File: src/include/jlei_pkg.sv
/*
 * jlei_pkg: register map, field positions and reset values for the
 * jack and level event interrupt block.
 * Assumes the codec control interface delivers 8-bit register accesses
 * as a one-cycle strobe with an 8-bit address.
 */
package jlei_pkg;
    // ==========================================================
    // register addresses
    localparam logic [7:0] JLEI_ADDR_LVL_EN    = 8'h50;
    localparam logic [7:0] JLEI_ADDR_LVL_THR   = 8'h51;
    localparam logic [7:0] JLEI_ADDR_LIVE      = 8'hec;
    localparam logic [7:0] JLEI_ADDR_EVENTS    = 8'hed;
    localparam logic [7:0] JLEI_ADDR_MASKS     = 8'hee;
    // ==========================================================
    // field positions and widths
    localparam int         JLEI_BIT_JACK       = 7;
    localparam int         JLEI_BIT_LVL        = 0;
    localparam int         JLEI_LVL_EN_W       = 4;
    localparam int         JLEI_THR_W          = 7;
    // ==========================================================
    // reset values
    localparam logic [3:0] JLEI_RST_LVL_EN     = 4'h0;
    localparam logic [6:0] JLEI_RST_THR        = 7'h7f;
    localparam logic [7:0] JLEI_RD_ZERO        = 8'h00;
endpackage

File: src/jlei_sync3.sv
/*
 * jlei_sync3: three-flop synchroniser for one asynchronous level.
 * Assumes the input is slow compared to CLK_I; output changes once the
 * second and third stages agree.
 */
`timescale 1ns/1ps
`default_nettype none
module jlei_sync3
(
    input  wire logic clk_i,
    input  wire logic rstn_i,
    input  wire logic async_i,
    output logic      level_o
);
    typedef struct packed
    {
        logic [2:0] stage;
        logic       level;
    } jlei_sync_s;

    jlei_sync_s cur;
    jlei_sync_s next_cur;

    // ==========================================================
    // shift and agree; first stage feeds only the second
    always_comb
    begin
        next_cur       = cur;
        next_cur.stage = {cur.stage[1:0], async_i};
        if (cur.stage[1] == cur.stage[2])
        begin
            next_cur.level = cur.stage[2];
        end
    end

    always_ff @(posedge clk_i or negedge rstn_i)
    begin
        if (!rstn_i)
        begin
            cur <= '0;
        end
        else
        begin
            cur <= next_cur;
        end
    end

    assign level_o = cur.level;
endmodule
`default_nettype wire

File: src/jlei_top.sv
/*
 * jlei_top: headphone-jack and level-detect event latches, masks and
 * active-low interrupt pin, plus level-detect enables and threshold.
 * Assumes a register port on CLK_I: one-cycle write/read strobes, read
 * data valid the cycle after the read strobe. Jack and level-detect
 * inputs come from analogue front ends and are synchronised here.
 */
`timescale 1ns/1ps
`default_nettype none
module jlei_top
    import jlei_pkg::*;
(
    input  wire logic                     CLK_I,
    input  wire logic                     RSTN_I,
    input  wire logic                     REG_WR_I,
    input  wire logic                     REG_RD_I,
    input  wire logic [7:0]               REG_ADDR_I,
    input  wire logic [7:0]               REG_WDATA_I,
    output logic      [7:0]               REG_RDATA_O,
    input  wire logic                     JACK_PRESENT_I,
    input  wire logic                     LVL_HIT_I,
    output logic [jlei_pkg::JLEI_LVL_EN_W-1:0] LVL_CH_EN_O,
    output logic [jlei_pkg::JLEI_THR_W-1:0]    LVL_THRESHOLD_O,
    output logic                          INTERRUPT_OUT_N_O
);
    import jlei_pkg::*;

    typedef struct packed
    {
        logic                    jack_prev;
        logic                    lvl_prev;
        logic                    jack_event;
        logic                    lvl_event;
        logic                    jack_msk;
        logic                    lvl_msk;
        logic [JLEI_LVL_EN_W-1:0] lvl_en;
        logic [JLEI_THR_W-1:0]    thr;
        logic [7:0]              rdata;
        logic                    irq_n;
    } jlei_state_s;

    jlei_state_s cur;
    jlei_state_s next_cur;
    logic        jack_sync;
    logic        lvl_sync;

    localparam jlei_state_s JLEI_RST_STATE = '{
        jack_prev: 1'b0, lvl_prev: 1'b0, jack_event: 1'b0, lvl_event: 1'b0,
        jack_msk: 1'b0, lvl_msk: 1'b0, lvl_en: JLEI_RST_LVL_EN,
        thr: JLEI_RST_THR, rdata: JLEI_RD_ZERO, irq_n: 1'b1};

    // ==========================================================
    // front-end synchronisers
    jlei_sync3 u_jack_sync
    (
        .clk_i   (CLK_I),
        .rstn_i  (RSTN_I),
        .async_i (JACK_PRESENT_I),
        .level_o (jack_sync)
    );

    jlei_sync3 u_lvl_sync
    (
        .clk_i   (CLK_I),
        .rstn_i  (RSTN_I),
        .async_i (LVL_HIT_I),
        .level_o (lvl_sync)
    );

    // ==========================================================
    // event latches, register writes, read mux, interrupt
    always_comb
    begin
        logic jack_edge;
        logic lvl_edge;
        logic clr_jack;
        logic clr_lvl;
        logic wr_ev;
        jack_edge = 1'b0;
        lvl_edge  = 1'b0;
        clr_jack  = 1'b0;
        clr_lvl   = 1'b0;
        wr_ev     = 1'b0;
        next_cur  = cur;
        next_cur.jack_prev = jack_sync;
        next_cur.lvl_prev  = lvl_sync;
        // insertion and removal both count as jack events
        jack_edge = jack_sync ^ cur.jack_prev;
        // level event only on a rising hit while some channel is enabled
        lvl_edge  = lvl_sync & ~cur.lvl_prev & (|cur.lvl_en);
        wr_ev     = REG_WR_I && (REG_ADDR_I == JLEI_ADDR_EVENTS);
        clr_jack  = wr_ev & REG_WDATA_I[JLEI_BIT_JACK];
        clr_lvl   = wr_ev & REG_WDATA_I[JLEI_BIT_LVL];
        // set wins over clear so no event is lost
        next_cur.jack_event = jack_edge | (cur.jack_event & ~clr_jack);
        next_cur.lvl_event  = lvl_edge | (cur.lvl_event & ~clr_lvl);
        if (REG_WR_I)
        begin
            unique case (REG_ADDR_I)
                JLEI_ADDR_MASKS:
                begin
                    next_cur.jack_msk = REG_WDATA_I[JLEI_BIT_JACK];
                    next_cur.lvl_msk  = REG_WDATA_I[JLEI_BIT_LVL];
                end
                JLEI_ADDR_LVL_EN:
                begin
                    next_cur.lvl_en = REG_WDATA_I[JLEI_LVL_EN_W-1:0];
                end
                JLEI_ADDR_LVL_THR:
                begin
                    next_cur.thr = REG_WDATA_I[JLEI_THR_W-1:0];
                end
                default:
                begin
                    next_cur.thr = cur.thr; // other addresses are not ours
                end
            endcase
        end
        if (REG_RD_I)
        begin
            next_cur.rdata = JLEI_RD_ZERO; // reserved and unmapped read 0
            unique case (REG_ADDR_I)
                JLEI_ADDR_LIVE:
                    next_cur.rdata[JLEI_BIT_JACK] = jack_sync;
                JLEI_ADDR_EVENTS:
                begin
                    next_cur.rdata[JLEI_BIT_JACK] = cur.jack_event;
                    next_cur.rdata[JLEI_BIT_LVL]  = cur.lvl_event;
                end
                JLEI_ADDR_MASKS:
                begin
                    next_cur.rdata[JLEI_BIT_JACK] = cur.jack_msk;
                    next_cur.rdata[JLEI_BIT_LVL]  = cur.lvl_msk;
                end
                JLEI_ADDR_LVL_EN:
                    next_cur.rdata[JLEI_LVL_EN_W-1:0] = cur.lvl_en;
                JLEI_ADDR_LVL_THR:
                    next_cur.rdata[JLEI_THR_W-1:0] = cur.thr;
                default:
                    next_cur.rdata = JLEI_RD_ZERO;
            endcase
        end
        // pin follows the registered latches, one cycle behind them
        next_cur.irq_n = ~((cur.jack_event & ~cur.jack_msk) |
                           (cur.lvl_event & ~cur.lvl_msk));
    end

    always_ff @(posedge CLK_I or negedge RSTN_I)
    begin
        if (!RSTN_I)
        begin
            cur <= JLEI_RST_STATE;
        end
        else
        begin
            cur <= next_cur;
        end
    end

    assign REG_RDATA_O       = cur.rdata;
    assign LVL_CH_EN_O       = cur.lvl_en;
    assign LVL_THRESHOLD_O   = cur.thr;
    assign INTERRUPT_OUT_N_O = cur.irq_n;

    // ==========================================================
    // checks
    a_jack_masked: assert property (@(posedge CLK_I) disable iff (!RSTN_I)
        cur.jack_msk && !cur.lvl_event |=> INTERRUPT_OUT_N_O)
        else $error("masked jack event reached pin");
    a_jack_irq: assert property (@(posedge CLK_I) disable iff (!RSTN_I)
        cur.jack_event && !cur.jack_msk |=> !INTERRUPT_OUT_N_O)
        else $error("unmasked jack event missing on pin");
    a_lvl_irq: assert property (@(posedge CLK_I) disable iff (!RSTN_I)
        cur.lvl_event && !cur.lvl_msk |=> !INTERRUPT_OUT_N_O)
        else $error("unmasked level event missing on pin");
    a_pin_release: assert property (@(posedge CLK_I) disable iff (!RSTN_I)
        !(cur.jack_event && !cur.jack_msk) && !(cur.lvl_event && !cur.lvl_msk)
        |=> INTERRUPT_OUT_N_O)
        else $error("pin low with no unmasked event");
    a_jack_clear: assert property (@(posedge CLK_I) disable iff (!RSTN_I)
        REG_WR_I && REG_ADDR_I == JLEI_ADDR_EVENTS && REG_WDATA_I[JLEI_BIT_JACK]
        && jack_sync == cur.jack_prev |=> !cur.jack_event)
        else $error("jack event not cleared by write 1");
    a_jack_hold: assert property (@(posedge CLK_I) disable iff (!RSTN_I)
        cur.jack_event && !(REG_WR_I && REG_ADDR_I == JLEI_ADDR_EVENTS
        && REG_WDATA_I[JLEI_BIT_JACK]) |=> cur.jack_event)
        else $error("jack event lost without clear");
    a_jack_set: assert property (@(posedge CLK_I) disable iff (!RSTN_I)
        jack_sync != cur.jack_prev |=> cur.jack_event)
        else $error("jack change not latched");
    a_live_read: assert property (@(posedge CLK_I) disable iff (!RSTN_I)
        REG_RD_I && REG_ADDR_I == JLEI_ADDR_LIVE
        |=> REG_RDATA_O[JLEI_BIT_JACK] == $past(jack_sync))
        else $error("live jack status misread");
    a_thr_write: assert property (@(posedge CLK_I) disable iff (!RSTN_I)
        REG_WR_I && REG_ADDR_I == JLEI_ADDR_LVL_THR
        |=> LVL_THRESHOLD_O == $past(REG_WDATA_I[JLEI_THR_W-1:0]))
        else $error("threshold not written");
    a_en_write: assert property (@(posedge CLK_I) disable iff (!RSTN_I)
        REG_WR_I && REG_ADDR_I == JLEI_ADDR_LVL_EN
        |=> LVL_CH_EN_O == $past(REG_WDATA_I[JLEI_LVL_EN_W-1:0]))
        else $error("channel enable not written");

    c_jack_irq: cover property (@(posedge CLK_I) disable iff (!RSTN_I)
        INTERRUPT_OUT_N_O ##1 !INTERRUPT_OUT_N_O ##[1:20] INTERRUPT_OUT_N_O);
    c_lvl_event: cover property (@(posedge CLK_I) disable iff (!RSTN_I)
        !cur.lvl_event ##1 cur.lvl_event);
    c_set_clear: cover property (@(posedge CLK_I) disable iff (!RSTN_I)
        REG_WR_I && REG_ADDR_I == JLEI_ADDR_EVENTS && jack_sync != cur.jack_prev);
endmodule
`default_nettype wire

File: config.mk
export PLATFORM = sky130hd
export DESIGN_NAME = jlei_top
export DESIGN_NICKNAME = d
export VERILOG_FILES = /design/src/include/jlei_pkg.sv /design/src/jlei_sync3.sv /design/src/jlei_top.sv
export SDC_FILE = /design/constraint.sdc
export NUM_CORES = 1
export LEC_CHECK = 0
export ABC_CLOCK_PERIOD_IN_PS = 1200
export BUFFER_PORTS_ARGS = -buffer_cell sky130_fd_sc_hd__clkbuf_2
export CORE_MARGIN = 2
export CORE_UTILIZATION = 51
export CTS_CLUSTER_SIZE = 20
export DETAILED_ROUTE_END_ITERATION = 10
export PLACE_DENSITY = 0.78
export SLEW_MARGIN = 5
export SYNTH_ARGS = -nofsm -noshare
export SYNTH_HDL_FRONTEND = slang
export SYNTH_SLANG_ARGS = --single-unit
File: constraint.sdc
create_clock -name CLK_I -period 1.2 [get_ports CLK_I]
set_input_delay 0 -clock CLK_I [delete_from_list [all_inputs] [get_ports CLK_I]]
set_output_delay 0 -clock CLK_I [all_outputs]
set_load 0.02 [all_outputs]
==> results of run 1 <==
## placed cells by master (no fill, tap or decap), types with 2 or more instances in the layout
master,n
o41ai_1,2
a41o_1,3
clkbuf_2,41
nor2_1,4
nand4b_1,2
nand2_1,2
nor2b_1,3
dfstp_2,8
nor3_1,2
nand3b_1,5
clkbuf_4,5
clkinv_2,2
a22o_1,4
o21ai_0,2
dfrtp_1,26
inv_1,5
dlygate4sd3_1,12
mux2_2,12
mux2i_1,6
maj3_1,2
buf_4,4
## area by class of cell
class / count / area (µm²) / share of cell area
tap: 33 / 41.29 / 0.02210
multi-input combinational: 60 / 514.2 / 0.2753
clock inverter: 3 / 40.04 / 0.02143
sequential: 34 / 860.8 / 0.4608
timing repair buffer: 57 / 355.3 / 0.1902
clock buffer: 5 / 37.54 / 0.02009
inverter: 5 / 18.77 / 0.01005
## what timing repair did
item                                   CTS  global route
gates resized for setup                  0             0
endpoints found under the hold margin   51             0
hold buffers                            12             0
## worst min-delay path: cells and delay by family
family	cells	cell delay, ns
simple gates	2	0.12
compound gates	1	0.09
buf+inv	1	0.12
## per-stage QoR
step | instances | setup WS [ns] | utilization | instance area [µm²] | setup TNS (ns)
global route | 197 | 0.07434 | 0.6273 | 1868 | 0
floorplan | 121 | 0.1790 | - | 1550 | 0
finish | 197 | 0.1269 | 0.6273 | 1868 | 0
detailed placement | 177 | -0.05610 | 0.5609 | 1670 | -0.1984
global placement | 177 | 0.02368 | 0.5609 | 1670 | 0
CTS | 197 | 0.1134 | 0.6273 | 1868 | 0
## power by group through the flow
stage	logic, µW	clock network (µW)	registers, µW
after floorplan	142	0	1260
after global placement	222	0	1260
after detailed placement	229	0	1270
after CTS	261	850	1250
after global routing	285	903	1250
final	259	830	1240
## cells by family after synthesis
logic type / Yosys count / synth area share
adders and majority gates: 2 / 0.01291
muxes: 18 / 0.1259
buffers and inverters: 27 / 0.1130
and+or+nand+nor: 25 / 0.1130
AOI/OAI and AO/OA: 14 / 0.07426
xor gates and xnor gates: 1 / 0.005651
DFF: 34 / 0.5553
## sequential cells by signal (all words and copies together) (netlist names)
register	cells
INTERRUPT_OUT_N_O	1
LVL_CH_EN_O	4
LVL_THRESHOLD_O	7
REG_RDATA_O	8
cur	6
u_jack_sync.cur	3
u_jack_sync.level_o	1
u_lvl_sync.cur	3
u_lvl_sync.level_o	1
## worst paths after layout
path | end
setup / recovery | LVL_THRESHOLD_O[2]
hold / removal | REG_RDATA_O[0]
setup reg to reg | REG_RDATA_O[0]
hold reg to reg | u_jack_sync.cur[2]
max in group asynchronous | LVL_THRESHOLD_O[6]
min in group asynchronous | cur[23]
## per-layer routing
layer,vias up,part of all wire,GRT usage
li1,496,-,-
met1,498,0.43,0.2281
met4,0,0.017,0.08117
met3,7,0.060,0.07205
met5,-,0,0
met2,36,0.49,0.3048
==> out/results.tsv, run 1 <==
stage	metric	value	unit
run_status	status	complete, no violations	
power_and_ir_drop	Pwr Total	2333	µW
logic_synthesis	Synth cell types	30	
hold_path	hold path startpoint	REG_ADDR_I[2]	
logic_synthesis	fraction of registers with async set/reset	1.000	
logic_synthesis	Synth warnings	0	
logic_synthesis	register bit total from synthesis	34	
power_and_ir_drop	net switching power	569.3	µW
die	Ports	42	
power_and_ir_drop	Seq pwr share	0.533	
final_layout	Area growth syn-to-layout	20.50	%
setup_path	Crit. Startpoint	LVL_THRESHOLD_O[2]	
timing	final setup violation count	0	
logic_synthesis	Syn Area/Cell	12.81	µm²
setup_path	crit path launch type	flip-flop	
route	DR WL/cell	14.82	µm
setup_path	Req. time, crit path	1.20	ns
route	Final ANT Viol Nets	0	
power_and_ir_drop	sw frac	0.2441	
setup_path	WP data arrival	1.07	ns
setup_path	Slowest cell on crit path	dfstp_2	
setup_path	Largest delay share family, worst path	flip-flops	
route	number of DRC markers in iteration 0	41	
route	drt via density	5.264	
setup_path	CP max stage delay	0.56	ns
logic_synthesis	count leader, synth	dfrtp_1	
die	Die ar.	3497	µm²
setup_path	critical path, cell by cell	clkbuf_2	
setup_path	Worst R2R Start	LVL_THRESHOLD_O[0]	
power_and_ir_drop	Cell Pwr Density	1249	nW/µm²
clock_network	CTS Sinks	34	
setup_path	cells on worst reg2reg path	3	
job	Max Cap Viol	0	
global_route	number of global-route vias before repair	1052	
timing	fin crit share	0.8942	
setup_path	Stages on worst setup path	1	
timing	min Tclk post-route	1.073	ns
clock_network	clock tree from TritonCTS	built	
timing	Pins Over Slew Limit	0	
hold_path	Worst Hold Class	in2reg	
clock_network	Clock Latency Late Sink	0.34	ns
power_and_ir_drop	Clk pwr share	0.356	
die	Die Y	59.14	µm
clock_network	CTS Buffer Depth	2	
logic_synthesis	area leader, netlist	dfrtp_1	
die	Core Region	2978	µm²
final_layout	ANT cells	0	
global_route	largest net degree at the start of global routing	35	
final_layout	filler cell count	233	
placement	GPL Wtd Cong	0.7580	
timing	Worst Tran Pin Value	0.4128	ns
power_and_ir_drop	Peak VDD IR	0.7016	mV
route	drc violations	0	
clock_network	Setup Buffers After CTS	0	
timing	RSZ-0062 raised after global routing	false	
clock_network	Num CTS Buffers	5	
timing	Hold Fails Final Rpt	0	
global_route	initial antenna violation count	0	
timing	skew final	0.006889	ns
route	drt pass-1 iters	4	
final_layout	number of nets in the layout	185	
setup_path	critical path type	reg2out	
final_layout	layout cells sized above 1	0.4634	
placement	input/output buffers	41	
setup_path	crit path max fanout	3	
logic_synthesis	Mapped Nets	143	
timing	relative slew slack	0.7248	
setup_path	CP endpoint kind	output pin	
logic_synthesis	list of most frequent post-synthesis cells	26 x dfrtp_1, 19 x buf_4, 12 x mux2_2	
logic_synthesis	Yosys top cell area share	0.4197	
route	DRT Wirelength	2919	µm
timing	FMAX	0.9319	GHz
power_and_ir_drop	Leakage	0.0009454	µW
die	initial core utilization	0.5206	
route	vias	1037	
setup_path	R2R setup slack	0.17	ns
clock_network	htree depth	2	
logic_synthesis	Synth area leaders	dfrtp_1 42%, dfstp_2 14%, buf_4 9.2%, mux2_2 8.7%, mux2i_1 3.9%	
power_and_ir_drop	internal power	1763	µW
logic_synthesis	Seq/Total Area, Yosys	0.5553	
setup_path	count of buffer and inverter cells on the critical path	1	
global_route	Total GRT Usage	0.1897	
clock_network	Root Buffer	clkbuf_4	
logic_synthesis	Post-synth EDFFs	0	
timing	Fin Hold WS	0.01629	ns
hold_path	hold path depth	4	
logic_synthesis	Mapped Area	1550	µm²
global_route	first-pass GRT wire length	4712	µm
logic_synthesis	Post-Synthesis Cells	121	
logic_synthesis	ys flop type	dfrtp_1	
die	Die X	59.14	µm
placement	DP Wirelength	2153	µm
die	Rows	20	
clock_network	Clk pin slew, worst setup/hold paths	0.11	ns
power_and_ir_drop	Comb power frac	0.111	
global_route	total grt overflow	0	
Power figures use the tool's default switching activity.
==> run 2, diff against run 1 <==
- RECOVER_POWER: not set -> 25
==> run 2 against run 1 <==
Sequential cell count unchanged. Non-clock buffer count is the same. First-iteration DRC count stayed put. Sequential share of layout area rose by 0.062 points. Via count increased by 0.19%. Clock power about the same. Maximum frequency is essentially flat. Register-to-register slack about the same. Critical path type unchanged. Largest cell class unchanged.
==> out/results.tsv, run 2 (synthesis gave the netlist of run 1 again) <==
stage	metric	value	unit	change
run_status	status	complete, no violations		unchanged
route	drt pass-1 iters	4		unchanged
global_route	largest net degree at the start of global routing	35		unchanged
final_layout	Area growth syn-to-layout	20.34	%	was 20.50%
setup_path	Worst R2R Start	LVL_THRESHOLD_O[0]		unchanged
timing	Pins Over Slew Limit	0		unchanged
timing	FMAX	0.9318	GHz	was 0.9319 GHz
power_and_ir_drop	Pwr Total	2331	µW	was 2333 µW
global_route	first-pass GRT wire length	4712	µm	unchanged
clock_network	CTS Buffer Depth	2		unchanged
global_route	total grt overflow	0		unchanged
final_layout	commonest non-fill, non-tap cell in the layout	clkbuf_2		unchanged
setup_path	Slowest cell on crit path	dfstp_2		unchanged
setup_path	crit path max fanout	3		unchanged
setup_path	critical path type	reg2out		unchanged
final_layout	layout cells sized above 1	0.4634		unchanged
die	Die ar.	3497	µm²	unchanged
setup_path	Req. time, crit path	1.20	ns	about the same
timing	min Tclk post-route	1.073	ns	about the same
power_and_ir_drop	Cell Pwr Density	1250	nW/µm²	was 1249 nW/µm²
clock_network	clock tree from TritonCTS	built		unchanged
timing	Worst Tran Pin Value	0.8096	ns	was 0.4128 ns
timing	fin crit share	0.8943		was 0.8942
setup_path	R2R setup slack	0.17	ns	about the same
die	Rows	20		unchanged
route	Final ANT Viol Nets	0		unchanged
power_and_ir_drop	Leakage	0.0009447	µW	was 0.0009454 µW
final_layout	Largest register FFs	8		unchanged
die	Ports	42		unchanged
route	number of DRC markers in iteration 0	41		unchanged
setup_path	CP endpoint kind	output pin		unchanged
setup_path	CP max stage delay	0.56	ns	about the same
hold_path	Worst Hold Class	in2reg		unchanged
power_and_ir_drop	Peak VDD IR	0.7014	mV	was 0.7016 mV
clock_network	Num CTS Buffers	5		unchanged
clock_network	Clock Latency Late Sink	0.34	ns	about the same
setup_path	Critical R2R Capture	REG_RDATA_O[0]		unchanged
final_layout	ANT cells	0		unchanged
clock_network	Hold Buf Count CTS	12		unchanged
final_layout	number of nets in the layout	185		unchanged
hold_path	worst hold path endpoint	REG_RDATA_O[0]		unchanged
job	Max Cap Viol	0		unchanged
timing	Fin Hold WS	0.01675	ns	was 0.01629 ns
clock_network	Clk pin slew, worst setup/hold paths	0.11	ns	about the same
timing	skew final	0.006492	ns	was 0.006889 ns
setup_path	count of buffer and inverter cells on the critical path	1		unchanged
die	Die X	59.14	µm	unchanged
setup_path	Largest delay share family, worst path	flip-flops		unchanged
global_route	initial antenna violation count	0		unchanged
route	drc violations	0		unchanged
clock_network	Root Buffer	clkbuf_4		unchanged
hold_path	hold path startpoint	REG_ADDR_I[2]		unchanged
route	drt via density	5.274		was 5.264
timing	final setup violation count	0		unchanged
setup_path	crit path launch type	flip-flop		unchanged
clock_network	htree depth	2		unchanged
placement	DP Wirelength	2153	µm	unchanged
final_layout	filler cell count	233		unchanged
clock_network	post-CTS sizing	0		unchanged
timing	relative slew slack	0.4602		was 0.7248
final_layout	most frequent cells in the layout	42 x clkbuf_2, 26 x dfrtp_1, 12 x mux2_2, 12 x dlygate4sd3_1, 8 x dfstp_2		was 41 x clkbuf_2, 26 x dfrtp_1, 12 x mux2_2, 12 x dlygate4sd3_1, 8 x dfstp_2
placement	GPL Wtd Cong	0.7580		unchanged
setup_path	WP data arrival	1.07	ns	about the same
setup_path	cells on worst reg2reg path	3		unchanged
die	Core Region	2978	µm²	unchanged
die	initial core utilization	0.5206		unchanged
route	DRT Wirelength	2923	µm	was 2919 µm
route	DR WL/cell	14.84	µm	was 14.82 µm
clock_network	Setup Buffers After CTS	0		unchanged
hold_path	hold path depth	4		unchanged
placement	input/output buffers	41		unchanged
global_route	number of global-route vias before repair	1052		unchanged
clock_network	CTS Sinks	34		unchanged
route	vias	1039		was 1037
timing	Hold Fails Final Rpt	0		unchanged
global_route	Total GRT Usage	0.1897		unchanged
setup_path	critical path, cell by cell	clkbuf_2		unchanged
die	Die Y	59.14	µm	unchanged
timing	RSZ-0062 raised after global routing	false		unchanged
[run 2: cell types whose count changed in the layout (fill, tap and decap cells not counted)]
cell / previous run / this run
buf_4: 4 / 3
clkbuf_2: 41 / 42
[run 2: final cells by class]
cell class,count,area (µm²),share of cell area
Inverter,5,18.77,0.01006
Multi-Input combinational cell,60,514.2,0.2757
Clock buffer,5,37.54,0.02012
Sequential cell,34,860.8,0.4614
Clock inverter,3,40.04,0.02146
Timing Repair Buffer,57,352.8,0.1891
Tap cell,33,41.29,0.02213
[run 2: worst max-delay path by stage]
stage,to,slack [ns],cells after the start,from
floorplan,LVL_CH_EN_O[0],0.18,3,REG_ADDR_I[5]
global placement,LVL_CH_EN_O[1],0.02,4,REG_ADDR_I[1]
detailed placement,LVL_CH_EN_O[2],-0.06,4,REG_ADDR_I[1]
CTS,LVL_THRESHOLD_O[2],0.11,1,LVL_THRESHOLD_O[2]
global route,REG_RDATA_O[0],0.07,3,LVL_THRESHOLD_O[0]
finish,LVL_THRESHOLD_O[2],0.13,1,LVL_THRESHOLD_O[2]
[run 2: metrics by stage]
step	cells	TNS (ns)	utilization	instance area [µm²]	worst slack (ns)
finish	197	0	0.6265	1866	0.1268
global route	197	0	0.6265	1866	0.07434
CTS	197	0	0.6273	1868	0.1134
detailed placement	177	-0.1984	0.5609	1670	-0.05610
global placement	177	0	0.5609	1670	0.02368
floorplan	121	0	-	1550	0.1790
[run 2: report_power, final]
group	switching, µW	internal [µW]
registers	35.5	1210
logic	135	122
clock network	398	431
total	569	1760
[run 2: metal layers]
layer | vias to the layer above | wire, µm | track usage
li1 | 497 | - | -
met1 | 497 | 1244 | 0.2281
met2 | 38 | 1443 | 0.3048
met3 | 7 | 183 | 0.07205
met4 | 0 | 51 | 0.08117
met5 | - | 0 | 0
==> run 3, diff against run 2 <==
- ABC_AREA: not set -> 1
- CORE_UTILIZATION: 51 -> 52
- CTS_BUF_LIST: not set -> sky130_fd_sc_hd__clkbuf_16
- PLACE_DENSITY: 0.78 -> 0.79
==> run 3 against run 2 <==
Via count increased by 16%. Critical path depth unchanged. Sequential power about the same. Combinational power increased by 7.8%. Count of clock-buffer cells in the layout unchanged.
==> out/results.tsv, run 3 <==
stage	metric	value	unit	change
logic_synthesis	Compound-Gate Fraction of Synth Area	0.09535		was 0.07425
logic_synthesis	post-synthesis adder-cell area fraction	0.01220		was 0.01291
clock_network	clock tree from TritonCTS	built		unchanged
final_layout	ANT cells	0		unchanged
die	Core Region	3028	µm²	was 2978 µm²
global_route	met2 Usage GRT	0.3028		was 0.3048
hold_path	Worst Hold Class	in2reg		unchanged
global_route	met1 Resource Use GR	0.2423		was 0.2281
logic_synthesis	count leader, synth	nand2_1		was dfrtp_1
clock_network	Root Buffer	clkbuf_16		was clkbuf_4
timing	FMAX	1.018	GHz	was 0.9318 GHz
run_status	status	complete, no violations		unchanged
global_route	grt met3 use	0.05195		was 0.07205
clock_network	Clock Latency Late Sink	0.27	ns	was 0.34 ns
setup_path	Largest delay share family, worst path	flip-flops		unchanged
placement	input/output buffers	41		unchanged
job	Max Cap Viol	0		unchanged
timing	fin crit share	0.8184		was 0.8943
logic_synthesis	Post-Synthesis Cells	172		was 121
final_layout	Largest register FFs	8		unchanged
global_route	total grt overflow	0		unchanged
timing	relative slew slack	0.7253		was 0.4602
route	Final ANT Viol Nets	0		unchanged
logic_synthesis	Post-synth EDFFs	0		unchanged
route	drt pass-1 iters	4		unchanged
logic_synthesis	Seq/Total Area, Yosys	0.5248		was 0.5553
power_and_ir_drop	Comb power frac	0.103		was 0.111
setup_path	crit path launch type	flip-flop		unchanged
power_and_ir_drop	internal power	2078	µW	was 1762 µW
timing	Sum Neg Setup Slack	0	ns	unchanged
logic_synthesis	fraction of registers with async set/reset	1.000		unchanged
logic_synthesis	ys flop type	dfrtp_1		unchanged
power_and_ir_drop	Pwr Total	2702	µW	was 2331 µW
logic_synthesis	Synth cell types	28		was 30
setup_path	crit path max fanout	3		unchanged
timing	min Tclk post-route	0.9821	ns	was 1.073 ns
setup_path	CP endpoint kind	output pin		unchanged
power_and_ir_drop	Peak VDD IR	1.171	mV	was 0.7014 mV
route	vias	1205		was 1039
timing	Worst Tran Pin Value	0.4121	ns	was 0.8096 ns
logic_synthesis	Mapped Area	1640	µm²	was 1550 µm²
logic_synthesis	Post-Synth Simple-Gate Area	0.2136		was 0.1130
logic_synthesis	list of most frequent post-synthesis cells	37 x nand2_1, 26 x dfrtp_1, 19 x buf_4, 19 x inv_1, 12 x nand3_1		was 26 x dfrtp_1, 19 x buf_4, 12 x mux2_2
setup_path	critical path type	reg2out		unchanged
clock_network	CTS Buffer Depth	2		unchanged
global_route	number of global-route vias before repair	1122		was 1052
global_route	Total GRT Usage	0.1906		was 0.1897
logic_synthesis	Mapped Nets	194		was 143
timing	Hold Fails Final Rpt	0		unchanged
route	drc violations	0		unchanged
logic_synthesis	Syn Area/Cell	9.537	µm²	was 12.81 µm²
clock_network	post-CTS sizing	0		unchanged
global_route	gr busiest metal	met2		unchanged
logic_synthesis	multiplexer share of the synthesized area	0		was 0.1259
die	Die Y	60.17	µm	was 59.14 µm
route	DRT Wirelength	2920	µm	was 2923 µm
power_and_ir_drop	Seq pwr share	0.467		was 0.534
placement	GPL Wtd Cong	0.6984		was 0.7580
clock_network	CTS Sinks	34		unchanged
route	drt via density	4.707		was 5.274
power_and_ir_drop	Clk pwr share	0.430		was 0.356
logic_synthesis	Synth area leaders	dfrtp_1 40%, dfstp_2 13%, buf_4 8.7%, nand2_1 8.5%, inv_1 4.3%		was dfrtp_1 42%, dfstp_2 14%, buf_4 9.2%, mux2_2 8.7%, mux2i_1 3.9%
logic_synthesis	largest family of logic cells by synthesized area	simple AND/OR/NAND/NOR gates		was multiplexers
setup_path	critical path, cell by cell	clkbuf_2		unchanged
timing	final setup violation count	0		unchanged
setup_path	count of buffer and inverter cells on the critical path	1		unchanged
setup_path	Req. time, crit path	1.20	ns	about the same
final_layout	Area growth syn-to-layout	21.36	%	was 20.34%
die	initial core utilization	0.5417		was 0.5206
global_route	first-pass GRT wire length	4892	µm	was 4712 µm
final_layout	commonest non-fill, non-tap cell in the layout	clkbuf_2		unchanged
logic_synthesis	area leader, netlist	dfrtp_1		unchanged
logic_synthesis	Synth warnings	0		unchanged
timing	RSZ-0062 raised after global routing	false		unchanged
power_and_ir_drop	Cell Pwr Density	1357	nW/µm²	was 1250 nW/µm²
timing	Pins Over Slew Limit	0		unchanged
final_layout	number of nets in the layout	233		was 185
final_layout	most frequent cells in the layout	41 x clkbuf_2, 37 x nand2_1, 26 x dfrtp_1, 21 x inv_1, 12 x nand3_1		was 42 x clkbuf_2, 26 x dfrtp_1, 12 x mux2_2, 12 x dlygate4sd3_1, 8 x dfstp_2
setup_path	CP max stage delay	0.55	ns	was 0.56 ns
placement	Area after DPL	1754	µm²	was 1670 µm²
final_layout	layout cells sized above 1	0.3585		was 0.4634
global_route	initial antenna violation count	0		unchanged
route	DR WL/cell	11.41	µm	was 14.84 µm
clock_network	Num CTS Buffers	5		unchanged
clock_network	Clk pin slew, worst setup/hold paths	0.05	ns	was 0.11 ns
logic_synthesis	register bit total from synthesis	34		unchanged
global_route	largest net degree at the start of global routing	35		unchanged
route	number of DRC markers in iteration 0	48		was 41
timing	skew final	0.002602	ns	was 0.006492 ns
die	Die X	60.17	µm	was 59.14 µm
die	Rows	20		unchanged
logic_synthesis	XOR/XNOR Fraction of Synth Area	0.005339		was 0.005650
clock_network	Hold Buf Count CTS	10		was 12
power_and_ir_drop	net switching power	623.3	µW	was 568.8 µW
timing	Fin Hold WS	0.01312	ns	was 0.01675 ns
clock_network	Setup Buffers After CTS	0		unchanged
logic_synthesis	Yosys top cell area share	0.3966		was 0.4197
clock_network	htree depth	2		unchanged
final_layout	final instance area	1991	µm²	was 1866 µm²
power_and_ir_drop	sw frac	0.2307		was 0.2440
setup_path	Slowest cell on crit path	dfstp_2		unchanged
power_and_ir_drop	Leakage	0.001016	µW	was 0.0009447 µW
die	Die ar.	3620	µm²	was 3497 µm²
setup_path	WP data arrival	0.98	ns	was 1.07 ns
placement	DP Wirelength	2088	µm	was 2153 µm
die	Ports	42		unchanged
==> run 3: per-stage QoR <==
stage	setup WS (ns)	util	cells
final	0.2179	0.6574	256
after global routing	0.1857	0.6574	256
after CTS	0.2131	0.6574	256
after detailed placement	0.2270	0.5793	238
after global placement	0.2461	0.5793	238
after floorplan	0.3402	-	172
==> run 3: worst paths after layout <==
check / startpoint / endpoint / slack (ns) / depth (start not counted)
max: LVL_THRESHOLD_O[0] / LVL_THRESHOLD_O[0] / 0.22 / 1
min: REG_WDATA_I[0] / LVL_THRESHOLD_O[0] / 0.01 / 3
max reg2reg: u_jack_sync.level_o / REG_RDATA_O[7] / 0.27 / 4
min reg2reg: u_jack_sync.cur[1] / u_jack_sync.cur[2] / 0.35 / 0
max in group asynchronous: RSTN_I / LVL_THRESHOLD_O[5] / 0.58 / 3
min in group asynchronous: RSTN_I / u_lvl_sync.cur[1] / 0.29 / 3
==> run 3: final cells by class <==
type | instances | area (µm²)
clock inverters | 3 | 11.26
fillers | 235 | 1037
multi-input cells | 96 | 535.5
flip-flops and latches | 34 | 860.8
well taps | 44 | 55.05
clock buffers | 5 | 125.1
repair buffers | 54 | 327.8
inverters | 20 | 75.07
==> run 3: routing by layer <==
layer | up-vias | wire length [µm] | part of all wire
met1 | 559 | 1282 | 0.44
li1 | 605 | - | -
met4 | 0 | 42 | 0.014
met5 | - | 0 | 0
met2 | 37 | 1448 | 0.50
met3 | 4 | 146 | 0.050
==> run 3: cell families after synthesis <==
kind of cell,count (synthesis)
flops,34
simple gates,70
fa+ha+maj,2
compound gates,23
xor+xnor,1
buf+inv,42
==> run 3: power groups by stage <==
stage	registers, µW	clock network, µW	logic (µW)
after floorplan	1270	0	177
after global placement	1280	0	251
after detailed placement	1280	0	255
after CTS	1260	1180	282
after global routing	1270	1250	312
final	1260	1160	278
==> run 3: tightest hold or removal path: cells and delay by family <==
| family | cells | cell delay (ns) |
|---|---|---|
| buffers and inverters | 2 | 0.21 |
| AO/OA/AOI/OAI | 1 | 0.07 |
